$ cat src/shared/odp_pkg.sv
package odp_pkg;
	localparam int D_WIDTH   = 11;
	localparam int NIB_WIDTH = 4;
	localparam int PTR_WIDTH = 4;
	// port d bit positions with alternate functions
	localparam int BIT_TMR1   = 6;
	localparam int BIT_TMR2   = 7;
	localparam int BIT_IRQ0   = 8;
	localparam int BIT_SCK    = 9;
	localparam int BIT_SOUT   = 10;
	// latches release every pin after reset
	localparam logic [10:0] D_LATCH_RST  = 11'h7FF;
	localparam logic [3:0]  NIB_LATCH_RST = 4'hF;
	localparam logic [3:0]  PU_RST        = 4'h0;
	// pins with the strong sink driver (all but bit nine)
	localparam logic [10:0] D_STRONG_MASK = 11'h5FF;
	// d10 source select codes
	localparam logic [1:0]  D10_LATCH = 2'h0;
	localparam logic [1:0]  D10_SOUT  = 2'h1;
	localparam logic [1:0]  D10_REALTIME_OUT_ONE  = 2'h2;
	localparam logic [1:0]  D10_PWM   = 2'h3;

	typedef enum logic [3:0] {
		ODP_OP_NONE  = 4'h1,
		ODP_OP_SET   = 4'h2,
		ODP_OP_CLR   = 4'h4,
		ODP_OP_ALL   = 4'h8
	} odp_op_t;
endpackage

$ cat src/shared/odp_nib_if.sv
`timescale 1ns/1ps
interface odp_nib_if;
	logic [3:0] wr_data;
	logic       wr_en;
	logic [3:0] pu_data;
	logic       pu_en;
	logic [3:0] key_data;
	logic       key_en;
	logic [3:0] pin_in;
	logic [3:0] pad_oe;
	logic [3:0] pad_pu;
	logic [3:0] rd_data;
	logic       wake;
	modport port (input wr_data, wr_en, pu_data, pu_en, key_data, key_en, pin_in,
		output pad_oe, pad_pu, rd_data, wake);
	modport ctrl (output wr_data, wr_en, pu_data, pu_en, key_data, key_en, pin_in,
		input pad_oe, pad_pu, rd_data, wake);
endinterface

$ cat src/logic/odp_ports.sv
`timescale 1ns/1ps
module odp_ports
	import odp_pkg::*;
#(
	parameter int DW = D_WIDTH
)(
	input  wire logic           ref_clk,
	input  wire logic           rst_b,
	input  wire odp_op_t        port_op,
	input  wire logic           test_port_bit_skip_op,
	input  wire logic           skip_on_irq_pin_op,
	input  wire logic [3:0]     bit_ptr,
	input  wire logic [DW-1:0]  d_pin_in,
	output logic      [DW-1:0]  d_pad_oe,
	output logic      [DW-1:0]  d_strong,
	output logic                skip_req,
	input  wire logic [3:0]     p0_wr_data,
	input  wire logic           p0_wr_en,
	input  wire logic [3:0]     p1_wr_data,
	input  wire logic           p1_wr_en,
	input  wire logic [7:0]     pullup_ctrl_bits,
	input  wire logic           pullup_wr_en,
	input  wire logic [7:0]     key_ctrl_bits,
	input  wire logic           key_wr_en,
	input  wire logic [3:0]     p0_pin_in,
	input  wire logic [3:0]     p1_pin_in,
	output logic      [3:0]     p0_pad_oe,
	output logic      [3:0]     p1_pad_oe,
	output logic      [3:0]     p0_pad_pu,
	output logic      [3:0]     p1_pad_pu,
	output logic      [3:0]     p0_rd_data,
	output logic      [3:0]     p1_rd_data,
	input  wire logic [3:0]     p2_pin_in,
	input  wire logic [3:0]     p3_pin_in,
	input  wire logic [3:0]     p4_pin_in,
	input  wire logic           p3_seg_sel,
	input  wire logic           p4_seg_sel,
	output logic      [3:0]     p2_rd_data,
	output logic      [3:0]     p3_rd_data,
	output logic      [3:0]     p4_rd_data,
	input  wire logic           irq0_wake_en,
	output logic                ext_irq_zero_in,
	output logic                zero_cross_in,
	output logic                wake_req,
	input  wire logic           tmr1_sel,
	input  wire logic           tmr1_uf,
	input  wire logic           tmr2_sel,
	input  wire logic           tmr2_uf,
	output logic                timer1_underflow_out,
	output logic                timer2_out_event_in,
	input  wire logic [1:0]     d10_sel,
	input  wire logic           sout,
	input  wire logic           realtime_out_zero,
	input  wire logic           realtime_out_one,
	input  wire logic           pwm_out,
	input  wire logic           sck_sel,
	input  wire logic           sck_out_en,
	input  wire logic           sck_out,
	output logic                sck_in
);
	// ------------------------------------------------
	// port d latches
	// ------------------------------------------------
	logic [DW-1:0] d_latch;
	logic [DW-1:0] d_drive_low;
	logic          ptr_ok;

	assign ptr_ok = (bit_ptr < 4'(DW));

	always_ff @(posedge ref_clk) begin
		if (!rst_b) begin
			d_latch <= D_LATCH_RST;
		end else begin
			case (port_op)
				ODP_OP_SET: if (ptr_ok) d_latch[bit_ptr] <= 1'b1;
				ODP_OP_CLR: if (ptr_ok) d_latch[bit_ptr] <= 1'b0;
				ODP_OP_ALL: d_latch <= D_LATCH_RST;
				default: d_latch <= d_latch;
			endcase
		end
	end

	// ------------------------------------------------
	// pad drive with alternate functions
	// ------------------------------------------------
	genvar gi;
	generate
		for (gi = 0; gi < DW; gi++) begin : g_drv
			always_comb begin
				d_drive_low[gi] = ~d_latch[gi];
				if (gi == BIT_TMR1 && tmr1_sel) begin
					d_drive_low[gi] = ~tmr1_uf;
				end else if (gi == BIT_TMR2 && tmr2_sel) begin
					d_drive_low[gi] = ~tmr2_uf;
				// serial clock out or released for input
				end else if (gi == BIT_SCK && sck_sel) begin
					d_drive_low[gi] = sck_out_en & ~sck_out;
				end else if (gi == BIT_SOUT && d10_sel != D10_LATCH) begin
					case (d10_sel)
						D10_SOUT: d_drive_low[gi] = ~sout;
						D10_REALTIME_OUT_ONE: d_drive_low[gi] = ~realtime_out_one;
						default:  d_drive_low[gi] = ~pwm_out;
					endcase
				end
			end
		end
	endgenerate

	always_ff @(posedge ref_clk) begin
		if (!rst_b) begin
			d_pad_oe <= '0;
			d_strong <= '0;
		end else begin
			d_pad_oe <= d_drive_low;
			d_strong <= d_drive_low & D_STRONG_MASK[DW-1:0];
		end
	end

	// ------------------------------------------------
	// skip tests, interrupt-zero pin and other sampled inputs
	// ------------------------------------------------
	always_ff @(posedge ref_clk) begin
		if (!rst_b) begin
			skip_req <= 1'b0;
		end else if (test_port_bit_skip_op) begin
			skip_req <= ptr_ok && !d_pin_in[bit_ptr];
		end else if (skip_on_irq_pin_op) begin
			skip_req <= !d_pin_in[BIT_IRQ0];
		end else begin
			skip_req <= 1'b0;
		end
	end

	always_ff @(posedge ref_clk) begin
		if (!rst_b) begin
			ext_irq_zero_in     <= 1'b0;
			zero_cross_in       <= 1'b0;
			timer2_out_event_in <= 1'b0;
			sck_in              <= 1'b0;
			timer1_underflow_out <= 1'b0;
		end else begin
			ext_irq_zero_in      <= d_pin_in[BIT_IRQ0];
			zero_cross_in        <= d_pin_in[BIT_IRQ0];
			timer2_out_event_in  <= d_pin_in[BIT_TMR2];
			sck_in               <= d_pin_in[BIT_SCK];
			timer1_underflow_out <= tmr1_sel & tmr1_uf;
		end
	end

	// ------------------------------------------------
	// bidirectional nibble ports
	// ------------------------------------------------
	odp_nib_if nb0 ();
	odp_nib_if nb1 ();
	assign nb0.wr_data  = p0_wr_data;
	assign nb0.wr_en    = p0_wr_en;
	assign nb0.pu_data  = pullup_ctrl_bits[3:0];
	assign nb0.pu_en    = pullup_wr_en;
	assign nb0.key_data = key_ctrl_bits[3:0];
	assign nb0.key_en   = key_wr_en;
	assign nb0.pin_in   = p0_pin_in;
	assign nb1.wr_data  = p1_wr_data;
	assign nb1.wr_en    = p1_wr_en;
	assign nb1.pu_data  = pullup_ctrl_bits[7:4];
	assign nb1.pu_en    = pullup_wr_en;
	assign nb1.key_data = key_ctrl_bits[7:4];
	assign nb1.key_en   = key_wr_en;
	assign nb1.pin_in   = p1_pin_in;

	odp_nib_port u_p0 (.ref_clk(ref_clk), .rst_b(rst_b), .nb(nb0.port));
	odp_nib_port u_p1 (.ref_clk(ref_clk), .rst_b(rst_b), .nb(nb1.port));

	assign p0_pad_oe  = nb0.pad_oe;
	assign p1_pad_oe  = nb1.pad_oe;
	assign p0_pad_pu  = nb0.pad_pu;
	assign p1_pad_pu  = nb1.pad_pu;
	assign p0_rd_data = nb0.rd_data;
	assign p1_rd_data = nb1.rd_data;

	// ------------------------------------------------
	// input-only ports and wakeup
	// ------------------------------------------------
	always_ff @(posedge ref_clk) begin
		if (!rst_b) begin
			p2_rd_data <= 4'h0;
			p3_rd_data <= 4'h0;
			p4_rd_data <= 4'h0;
			wake_req   <= 1'b0;
		end else begin
			// input only; segment use reads zero
			p2_rd_data <= p2_pin_in;
			p3_rd_data <= p3_seg_sel ? 4'h0 : p3_pin_in;
			p4_rd_data <= p4_seg_sel ? 4'h0 : p4_pin_in;
			wake_req   <= nb0.wake | nb1.wake | (irq0_wake_en & ~d_pin_in[BIT_IRQ0]);
		end
	end
endmodule

$ cat src/logic/odp_nib_port.sv
`timescale 1ns/1ps
module odp_nib_port
	import odp_pkg::*;
(
	input  wire logic ref_clk,
	input  wire logic rst_b,
	odp_nib_if.port   nb
);
	logic [3:0] latch;
	logic [3:0] pu;
	logic [3:0] key;

	always_ff @(posedge ref_clk) begin
		if (!rst_b) begin
			latch <= NIB_LATCH_RST;
		end else if (nb.wr_en) begin
			latch <= nb.wr_data;
		end
	end

	always_ff @(posedge ref_clk) begin
		if (!rst_b) begin
			pu <= PU_RST;
			key <= PU_RST;
		end else begin
			if (nb.pu_en) begin
				pu <= nb.pu_data;
			end
			if (nb.key_en) begin
				key <= nb.key_data;
			end
		end
	end

	always_ff @(posedge ref_clk) begin
		if (!rst_b) begin
			nb.pad_oe  <= 4'h0;
			nb.pad_pu  <= 4'h0;
			nb.rd_data <= 4'h0;
			nb.wake    <= 1'b0;
		end else begin
			nb.pad_oe  <= ~latch;
			// pull-up is pointless while the pin sinks, so drop it then
			nb.pad_pu  <= pu & latch;
			nb.rd_data <= nb.pin_in & latch;
			nb.wake    <= |(key & latch & ~nb.pin_in);
		end
	end
endmodule

$ cat config.mk
export PLATFORM = sky130hd
export DESIGN_NAME = odp_ports
export DESIGN_NICKNAME = d
export VERILOG_FILES = /design/src/shared/odp_pkg.sv /design/src/shared/odp_nib_if.sv /design/src/logic/odp_ports.sv /design/src/logic/odp_nib_port.sv
export SDC_FILE = /design/constraint.sdc
export NUM_CORES = 1
export LEC_CHECK = 0
export ABC_AREA = 1
export BUFFER_PORTS_ARGS = -buffer_cell sky130_fd_sc_hd__buf_2
export CAP_MARGIN = 10
export CORE_MARGIN = 1.5
export CORE_UTILIZATION = 47
export DETAILED_ROUTE_END_ITERATION = 6
export PLACE_DENSITY = 0.8
export SLEW_MARGIN = 0
export SYNTH_ARGS = -nofsm -noshare
export SYNTH_HDL_FRONTEND = slang
export SYNTH_SLANG_ARGS = --single-unit
$ cat constraint.sdc
create_clock -name ref_clk -period 1.4 [get_ports ref_clk]
set_input_delay 0.28 -clock ref_clk [delete_from_list [all_inputs] [get_ports ref_clk]]
set_output_delay 0.28 -clock ref_clk [all_outputs]
set_load 0.05 [all_outputs]
## Word-level counts from Yosys, hierarchy flattened

Cells that the tools add are included.
Widths: inputs -> output; s select.

| word-level totals | value |
|---|---|
| bits of input ports | 87 |
| bits in registers | 101 |
| output and inout port bits | 65 |

| cells by class | value |
|---|---|
| equality and inequality tests | 7 |
| mux-type cells | 14 |
| bitwise operators | 39 |
| reductions and logical operators | 11 |
| $lt $le $gt $ge | 3 |

Operators by type and width:

| operator | count |
|---|---|
| $pmux 11 s3 | 1 |
| $and 4x4->4 | 8 |
| $mux 11 | 2 |
| $not 1->1 | 19 |
| $not 4->4 | 4 |
| $and 11x11->11 | 1 |
| $not 11->11 | 1 |
| $or 11x11->11 | 1 |
| $mux 1 | 8 |
| $reduce_or 4->1 | 2 |
| $lt 4x5->1 const B | 1 |
| $bmux 1 s4 | 1 |
| $demux 1 s4 | 1 |
| $eq 4x2->1 const B | 1 |
| $eq 4x3->1 const B | 1 |
| $eq 4x4->1 const B | 1 |
| $ge 4x1->1 const B | 1 |
| $lt 4x4->1 const B | 1 |
| $ne 2x2->1 const B | 2 |
| $reduce_or 2->1 | 2 |
| $and 1x1->1 | 3 |
| $reduce_and 3->1 | 1 |
| $reduce_bool 3->1 | 1 |
| $eq 2x1->1 const B | 1 |
| 6 further kinds | 9 |

## Longest topological paths before layout

Gate-level depths: netlist (run 1).

| depth | value |
|---|---|
| depth in word-level cells | 8 |
| gate-level depth with buffers | 9 |
| depth with buffers taken out | 8 |

## Cells and area by module

A second synthesis (run 1) with hierarchy kept.

| second synthesis, totals | value |
|---|---|
| cells, all modules | 444 |
| area, all modules | 3,465.8 µm² |

Modules (own cells, without submodules):

| module | times used | area each (µm²) | cells each | seq. area each (µm²) |
|---|---|---|---|---|
| odp_ports | 1 | 1,816.7 | 258 | 800.8 |
| odp_nib_port | 2 | 824.5 | 93 | 500.5 |

## Least setup slack after synthesis (run 1)

Ideal clock, no wire load.

| path | value |
|---|---|
| kind | register to output |
| start point | register d_pad_oe[0] (netlist name) |
| end point | output d_strong[0] |
| data required time | 1.120 ns |
| stages on the path, launching flop included | 2 |
| data arrival time | 0.894 ns |
| slack | 0.226 ns |
| path through | dfxtp_1 -> buf_4 |

RTL lines:

| element | RTL line | text |
|---|---|---|
| to (decl) | odp_ports.sv:15 | `output logic [DW-1:0] d_strong,` |

## Worst setup path after layout (run 1)

| path | value |
|---|---|
| start point | register u_p0.nb.rd_data[0] |
| end point | output p0_rd_data[0] |

RTL lines:

| element | RTL line | text |
|---|---|---|
| from (decl) | odp_nib_if.sv:15 | `output pad_oe, pad_pu, rd_data, wake);` |
| from (signal assigned) | odp_nib_port.sv:45 | `nb.rd_data <= nb.pin_in & latch;` |
| to (decl) | odp_ports.sv:31 | `output logic [3:0] p0_rd_data,` |

No word-level cell between the ends.

==> run summary, run 1 <==
Share of layout cells above drive strength 1 = 33.1%
Top_reg_cell synth = dfxtp_1
H-tree depth = 3
Vias = 3147
Mean Syn Cell Area = 7.89 um^2
Crit path launch type = flip-flop
Chip Width = 88.0 um
Status = finished clean
Crit-path max cell delay = 0.34 ns
PwrDens = 1220 nW/um^2
Net Sw Frac = 31.2%
Die extent in y = 88.0 um
Sequential share of the synthesized area = 53.1%
EDFF count, synth = 0
Post-route ant nets = 0
Area share of the largest cell type after synthesis = 53.1%
GPL Wtd Cong = 0.870
Clock sink count = 90
Synth Net Count = 520
Worst Skew = 0.00695 ns
Port-buffer cells = 149
Hold Path Class = input port to flip-flop
Worst EP required = 1.12 ns
CP cell instances = buf_2
DP Area = 4190 um^2
Vias/cell = 4.66
Pre-Repair DR Iteration Count = 4
Clk_lat worst skew = 0.35 ns
Global route overflow = 0
Clock Pin Slew Worst Setup and Hold Paths = 0.09 ns
Sequential share of power = 52.1%
GR Util All Layers = 20.2%
Final Hold Vio Count = 0
Yosys warnings = 0
Max Clk Rate = 0.809 GHz
Post-CTS Hold Fix Bufs = 0
Initial antenna violation count = 0
WL final = 7.81 mm
RSZ-0062 raised after global routing = no
First-pass GRT wire length = 12.1 mm
Ant. Diodes = 0
Crit-path leading delay family = flip-flops
Worst Path Buf+Inv = 1
Yosys top cell by area = dfxtp_1
Fin crit share = 88.3%
Crit Path Class = flip-flop to primary output
Setup TNS = 0 ns
Drt drc = 0
Arrival time worst endpoint = 0.96 ns
Regs by FF count = d_latch x11, d_pad_oe x11
Final instance area = 4370 um^2
Drt wl/cell = 11.5 um
Switching power of the nets = 0.00167 W
Pwr Total = 0.00535 W
Synth cell types = 29
Initial Util = 49.4%
Hpwl dp = 5.91 mm
Ys async rst share = 0%
Clock share of power = 30.2%
Root Driver = clkbuf_8
Fin. max-slew vios = 0
Max IR drop VDD = 0.649 mV
End-of-flow core utilization = 63.6%
Maximum clock insertion buffer count = 2
Pin count of the biggest net entering global routing = 38
Vias in the first global route = 2832
Leak pwr = 2.38 nW
Worst-path fanout max = 1
Ports = 152
Post-route minimum period = 1.24 ns
FF+latch count, synth = 90
Final setup violation count = 0
Core Footprint = 6870 um^2
Setup bufs post-CTS = 0
CP Capture Type = primary output
Cells after Synth = 430
Final Net Count = 665
Cts bufs inserted = 9
Comb power frac = 17.7%
Count leader, synth = dfxtp_1
Max Cap Viol = 0
Post-synth top cells = dfxtp_1, nor2_1, nand2_1
CTS tree = built
Num rows = 30
Slowest cell on the critical path = dfxtp_1
P_int = 0.00368 W
Initial drt markers = 108
CTS resizes = 0
Area delta synth->final = 28.8%
Synth area leaders = dfxtp_1, nor2_1, nand2_1
Die ar. = 7740 um^2
Post-Syn Area = 3390 um^2
## power groups by stage
stage	sequential, W	clock, W	combinational (W)
after global routing	0.00280	0.00177	0.00104
after global placement	0.00284	0	0.000937
final	0.00278	0.00161	0.000949
after CTS	0.00278	0.00166	0.000954
after floorplan	0.00310	0	0.000401
after detailed placement	0.00284	0	0.000950
## per-layer routing
metal | routed length, um | track usage (%) | up-vias | part of all wire (%)
met2 | 3670 | 32.8 | 106 | 47
met1 | 3450 | 24.9 | 1387 | 44
met3 | 529 | 4.62 | 14 | 6.8
li1 | - | - | 1640 | -
met5 | 0 | 0 | - | 0
met4 | 147 | 10.5 | 0 | 1.9
## logic make-up after synthesis
kind of cell	share of synthesized area (%)
other cells	0.111
simple gates	23.9
buf+inv	11.3
fa+ha+maj	1.11
compound gates	10.4
flops	53.1
## stage by stage
stage	worst slack (ns)	cells	hold WS [ns]
after global placement	0.104	660	0.413
after CTS	0.142	676	0.0889
after global routing	0.119	676	0.0865
final	0.164	676	0.0982
after floorplan	0.226	430	0.370
after detailed placement	0.0741	660	0.420
## layout make-up
| cell class | count | area [um^2] |
|---|---|---|
| clock buffers | 9 | 124 |
| clock inverters | 7 | 58.8 |
| fillers | 637 | 2500 |
| inverters | 60 | 225 |
| multi-input cells | 255 | 1210 |
| flip-flops and latches | 90 | 1800 |
| well taps | 96 | 120 |
| repair buffers | 159 | 833 |
## cell usage in the layout (no fill, tap or decap), drive strengths merged, types with 9 or more instances in the layout
cell type	netlist	final
buf	18	159
a21oi	18	18
clkbuf	7	9
nand3	42	42
dfxtp	90	90
nor3	9	9
nand2	62	62
inv	59	63
nor2	68	68
o21ai	39	39
## path summary, 6_finish.rpt
path	start	slack, ns	endpoint	cells after the start
setup / recovery	u_p0.nb.rd_data[0]$_SDFF_PN0_	0.16	p0_rd_data[0]	1
setup reg to reg	u_p0.latch[1]$_SDFFE_PN1P_	0.57	u_p0.nb.wake$_SDFF_PN0_	2
hold reg to reg	u_p1.pu[1]$_SDFFE_PN0P_	0.44	u_p1.nb.pad_pu[1]$_SDFF_PN0_	2
hold / removal	tmr2_uf	0.1	d_pad_oe[7]$_SDFF_PN0_	2
(Power assumes the default switching activity.)
==> run 2: changes to the inputs <==
--- a/config.mk
+++ b/config.mk
@@ -11,8 +11,9 @@
 export CORE_MARGIN = 1.5
 export CORE_UTILIZATION = 47
 export DETAILED_ROUTE_END_ITERATION = 6
-export PLACE_DENSITY = 0.8
+export PLACE_DENSITY = 0.79
 export SLEW_MARGIN = 0
 export SYNTH_ARGS = -nofsm -noshare
 export SYNTH_HDL_FRONTEND = slang
+export SYNTH_HIERARCHICAL = 1
 export SYNTH_SLANG_ARGS = --single-unit
==> run summary, run 2 <==
Status = finished clean
Root Driver = clkbuf_8
Post-route minimum period = 1.26 ns
Die extent in y = 88.9 um
Num rows = 31
Fin. max-slew vios = 0
Ys async rst share = 0%
Count leader, synth = dfxtp_1
Final Net Count = 682
Chip Width = 88.9 um
Crit-path max cell delay = 0.36 ns
End-of-flow core utilization = 62.4%
Pin count of the biggest net entering global routing = 21
Cells after Synth = 444
Ant. Diodes = 0
Mean Syn Cell Area = 7.81 um^2
EDFF count, synth = 0
Synth area leaders = dfxtp_1, nand2_1, nor2_1
Yosys top cell by area = dfxtp_1
FILL cells = 671
Place WS = 0.0944 ns
Setup bufs post-CTS = 0
WL final = 7.62 mm
Clock Pin Slew Worst Setup and Hold Paths = 0.09 ns
Setup TNS = 0 ns
Hold Path Class = input port to flip-flop
Hpwl dp = 5.78 mm
Drt wl/cell = 10.9 um
PwrDens = 1280 nW/um^2
Area delta synth->final = 29.1%
CP Capture Type = primary output
Synth cell types = 23
Worst-path fanout max = 2
First-pass GRT wire length = 12.3 mm
Vias/cell = 4.61
Global route overflow = 0
GR Util All Layers = 20.3%
Cts bufs inserted = 9
Post-synth top cells = dfxtp_1, nand2_1, nor2_1
Vias = 3209
FF+latch count, synth = 90
Yosys warnings = 6
Max IR drop VDD = 0.859 mV
Arrival time worst endpoint = 0.98 ns
Fin crit share = 89.7%
Post-route ant nets = 0
Vias in the first global route = 2955
Drt drc = 0
Max Cap Viol = 0
Initial drt markers = 107
Leak pwr = 2.49 nW
Clk_lat worst skew = 0.35 ns
Regs by FF count = d_latch x11, d_pad_oe x11
Port-buffer cells = 149
Area share of the largest cell type after synthesis = 52.0%
Crit Path Class = flip-flop to primary output
Worst Skew = 0.00710 ns
CTS resizes = 0
Crit-path leading delay family = flip-flops
Pwr Total = 0.00575 W
Share of layout cells above drive strength 1 = 32.7%
GPL Wtd Cong = 0.857
RSZ-0062 raised after global routing = no
Maximum clock insertion buffer count = 2
Commonest non-fill, non-tap cell in the layout = buf_2
Pre-Repair DR Iteration Count = 5
Final instance area = 4480 um^2
DP Area = 4240 um^2
Sequential share of the synthesized area = 52.0%
Core Footprint = 7180 um^2
Initial antenna violation count = 0
CP cell instances = buf_2
Post-Syn Area = 3470 um^2
Die ar. = 7900 um^2
Synth Net Count = 534
Final setup violation count = 0
H-tree depth = 3
Post-CTS Hold Fix Bufs = 0
CTS tree = built
Initial Util = 48.3%
Worst EP required = 1.12 ns
Ports = 152
Slowest cell on the critical path = dfxtp_1
Max Clk Rate = 0.796 GHz
Final worst setup slack = 0.144 ns
Crit path launch type = flip-flop
Final Hold Vio Count = 0
Leading cell types in the layout, fill and taps excluded = buf_2, dfxtp_1, nand2_1, nor2_1, inv_1
Top_reg_cell synth = dfxtp_1
Clock sink count = 90
Worst Path Buf+Inv = 1
==> run 2: cells by family after synthesis <==
group | share of synthesized area (%)
buffers and inverters | 12.1
adder cells (fa/ha/maj) | 1.08
other | 0.108
AO/OA/AOI/OAI | 8.12
flip-flops | 52.0
AND/OR/NAND/NOR | 26.6
==> run 2: path summary, 6_finish.rpt <==
kind / from / to / slack [ns] / cells past startpoint
max: d_pad_oe[6]$_SDFF_PN0_ / d_pad_oe[6] / 0.14 / 1
min: tmr2_uf / d_pad_oe[7]$_SDFF_PN0_ / 0.09 / 2
max reg2reg: d_latch[9]$_SDFFE_PN1P_ / d_pad_oe[9]$_SDFF_PN0_ / 0.57 / 2
min reg2reg: u_p0/pu[0]$_SDFFE_PN0P_ / u_p0/nb.pad_pu[0]$_SDFF_PN0_ / 0.43 / 2
==> run 2: area by class of cell <==
class / instances / area [um^2] / area share, %
clock buffers: 10 / 138 / 3.08
clock inverters: 6 / 95.1 / 2.12
inverters: 63 / 236 / 5.28
multi-input cells: 267 / 1240 / 27.8
flip-flops and latches: 90 / 1800 / 40.3
well taps: 99 / 124 / 2.77
repair buffers: 161 / 836 / 18.7
==> run 2: metrics by stage <==
step,hold slack [ns],std cells
after floorplan,0.370,444
after global placement,0.415,680
after detailed placement,0.414,680
after CTS,0.0729,696
after global routing,0.0973,696
final,0.0918,696
==> run 2: metal layers <==
layer | vias up | wire [um] | global-route usage (%)
met5 | - | 0 | 0
met1 | 1413 | 3080 | 21.6
li1 | 1676 | - | -
met3 | 15 | 517 | 6.06
met4 | 0 | 179 | 10.2
met2 | 105 | 3840 | 36.4
==> run 2: where the power goes <==
| part | internal (W) | leakage [nW] | total (W) | switching (W) |
|---|---|---|---|---|
| Sequential | 0.00271 | 0.743 | 0.00277 | 0.0000633 |
| Clock | 0.00108 | 0.118 | 0.00202 | 0.000939 |
| Combinational | 0.000296 | 1.63 | 0.000959 | 0.000663 |
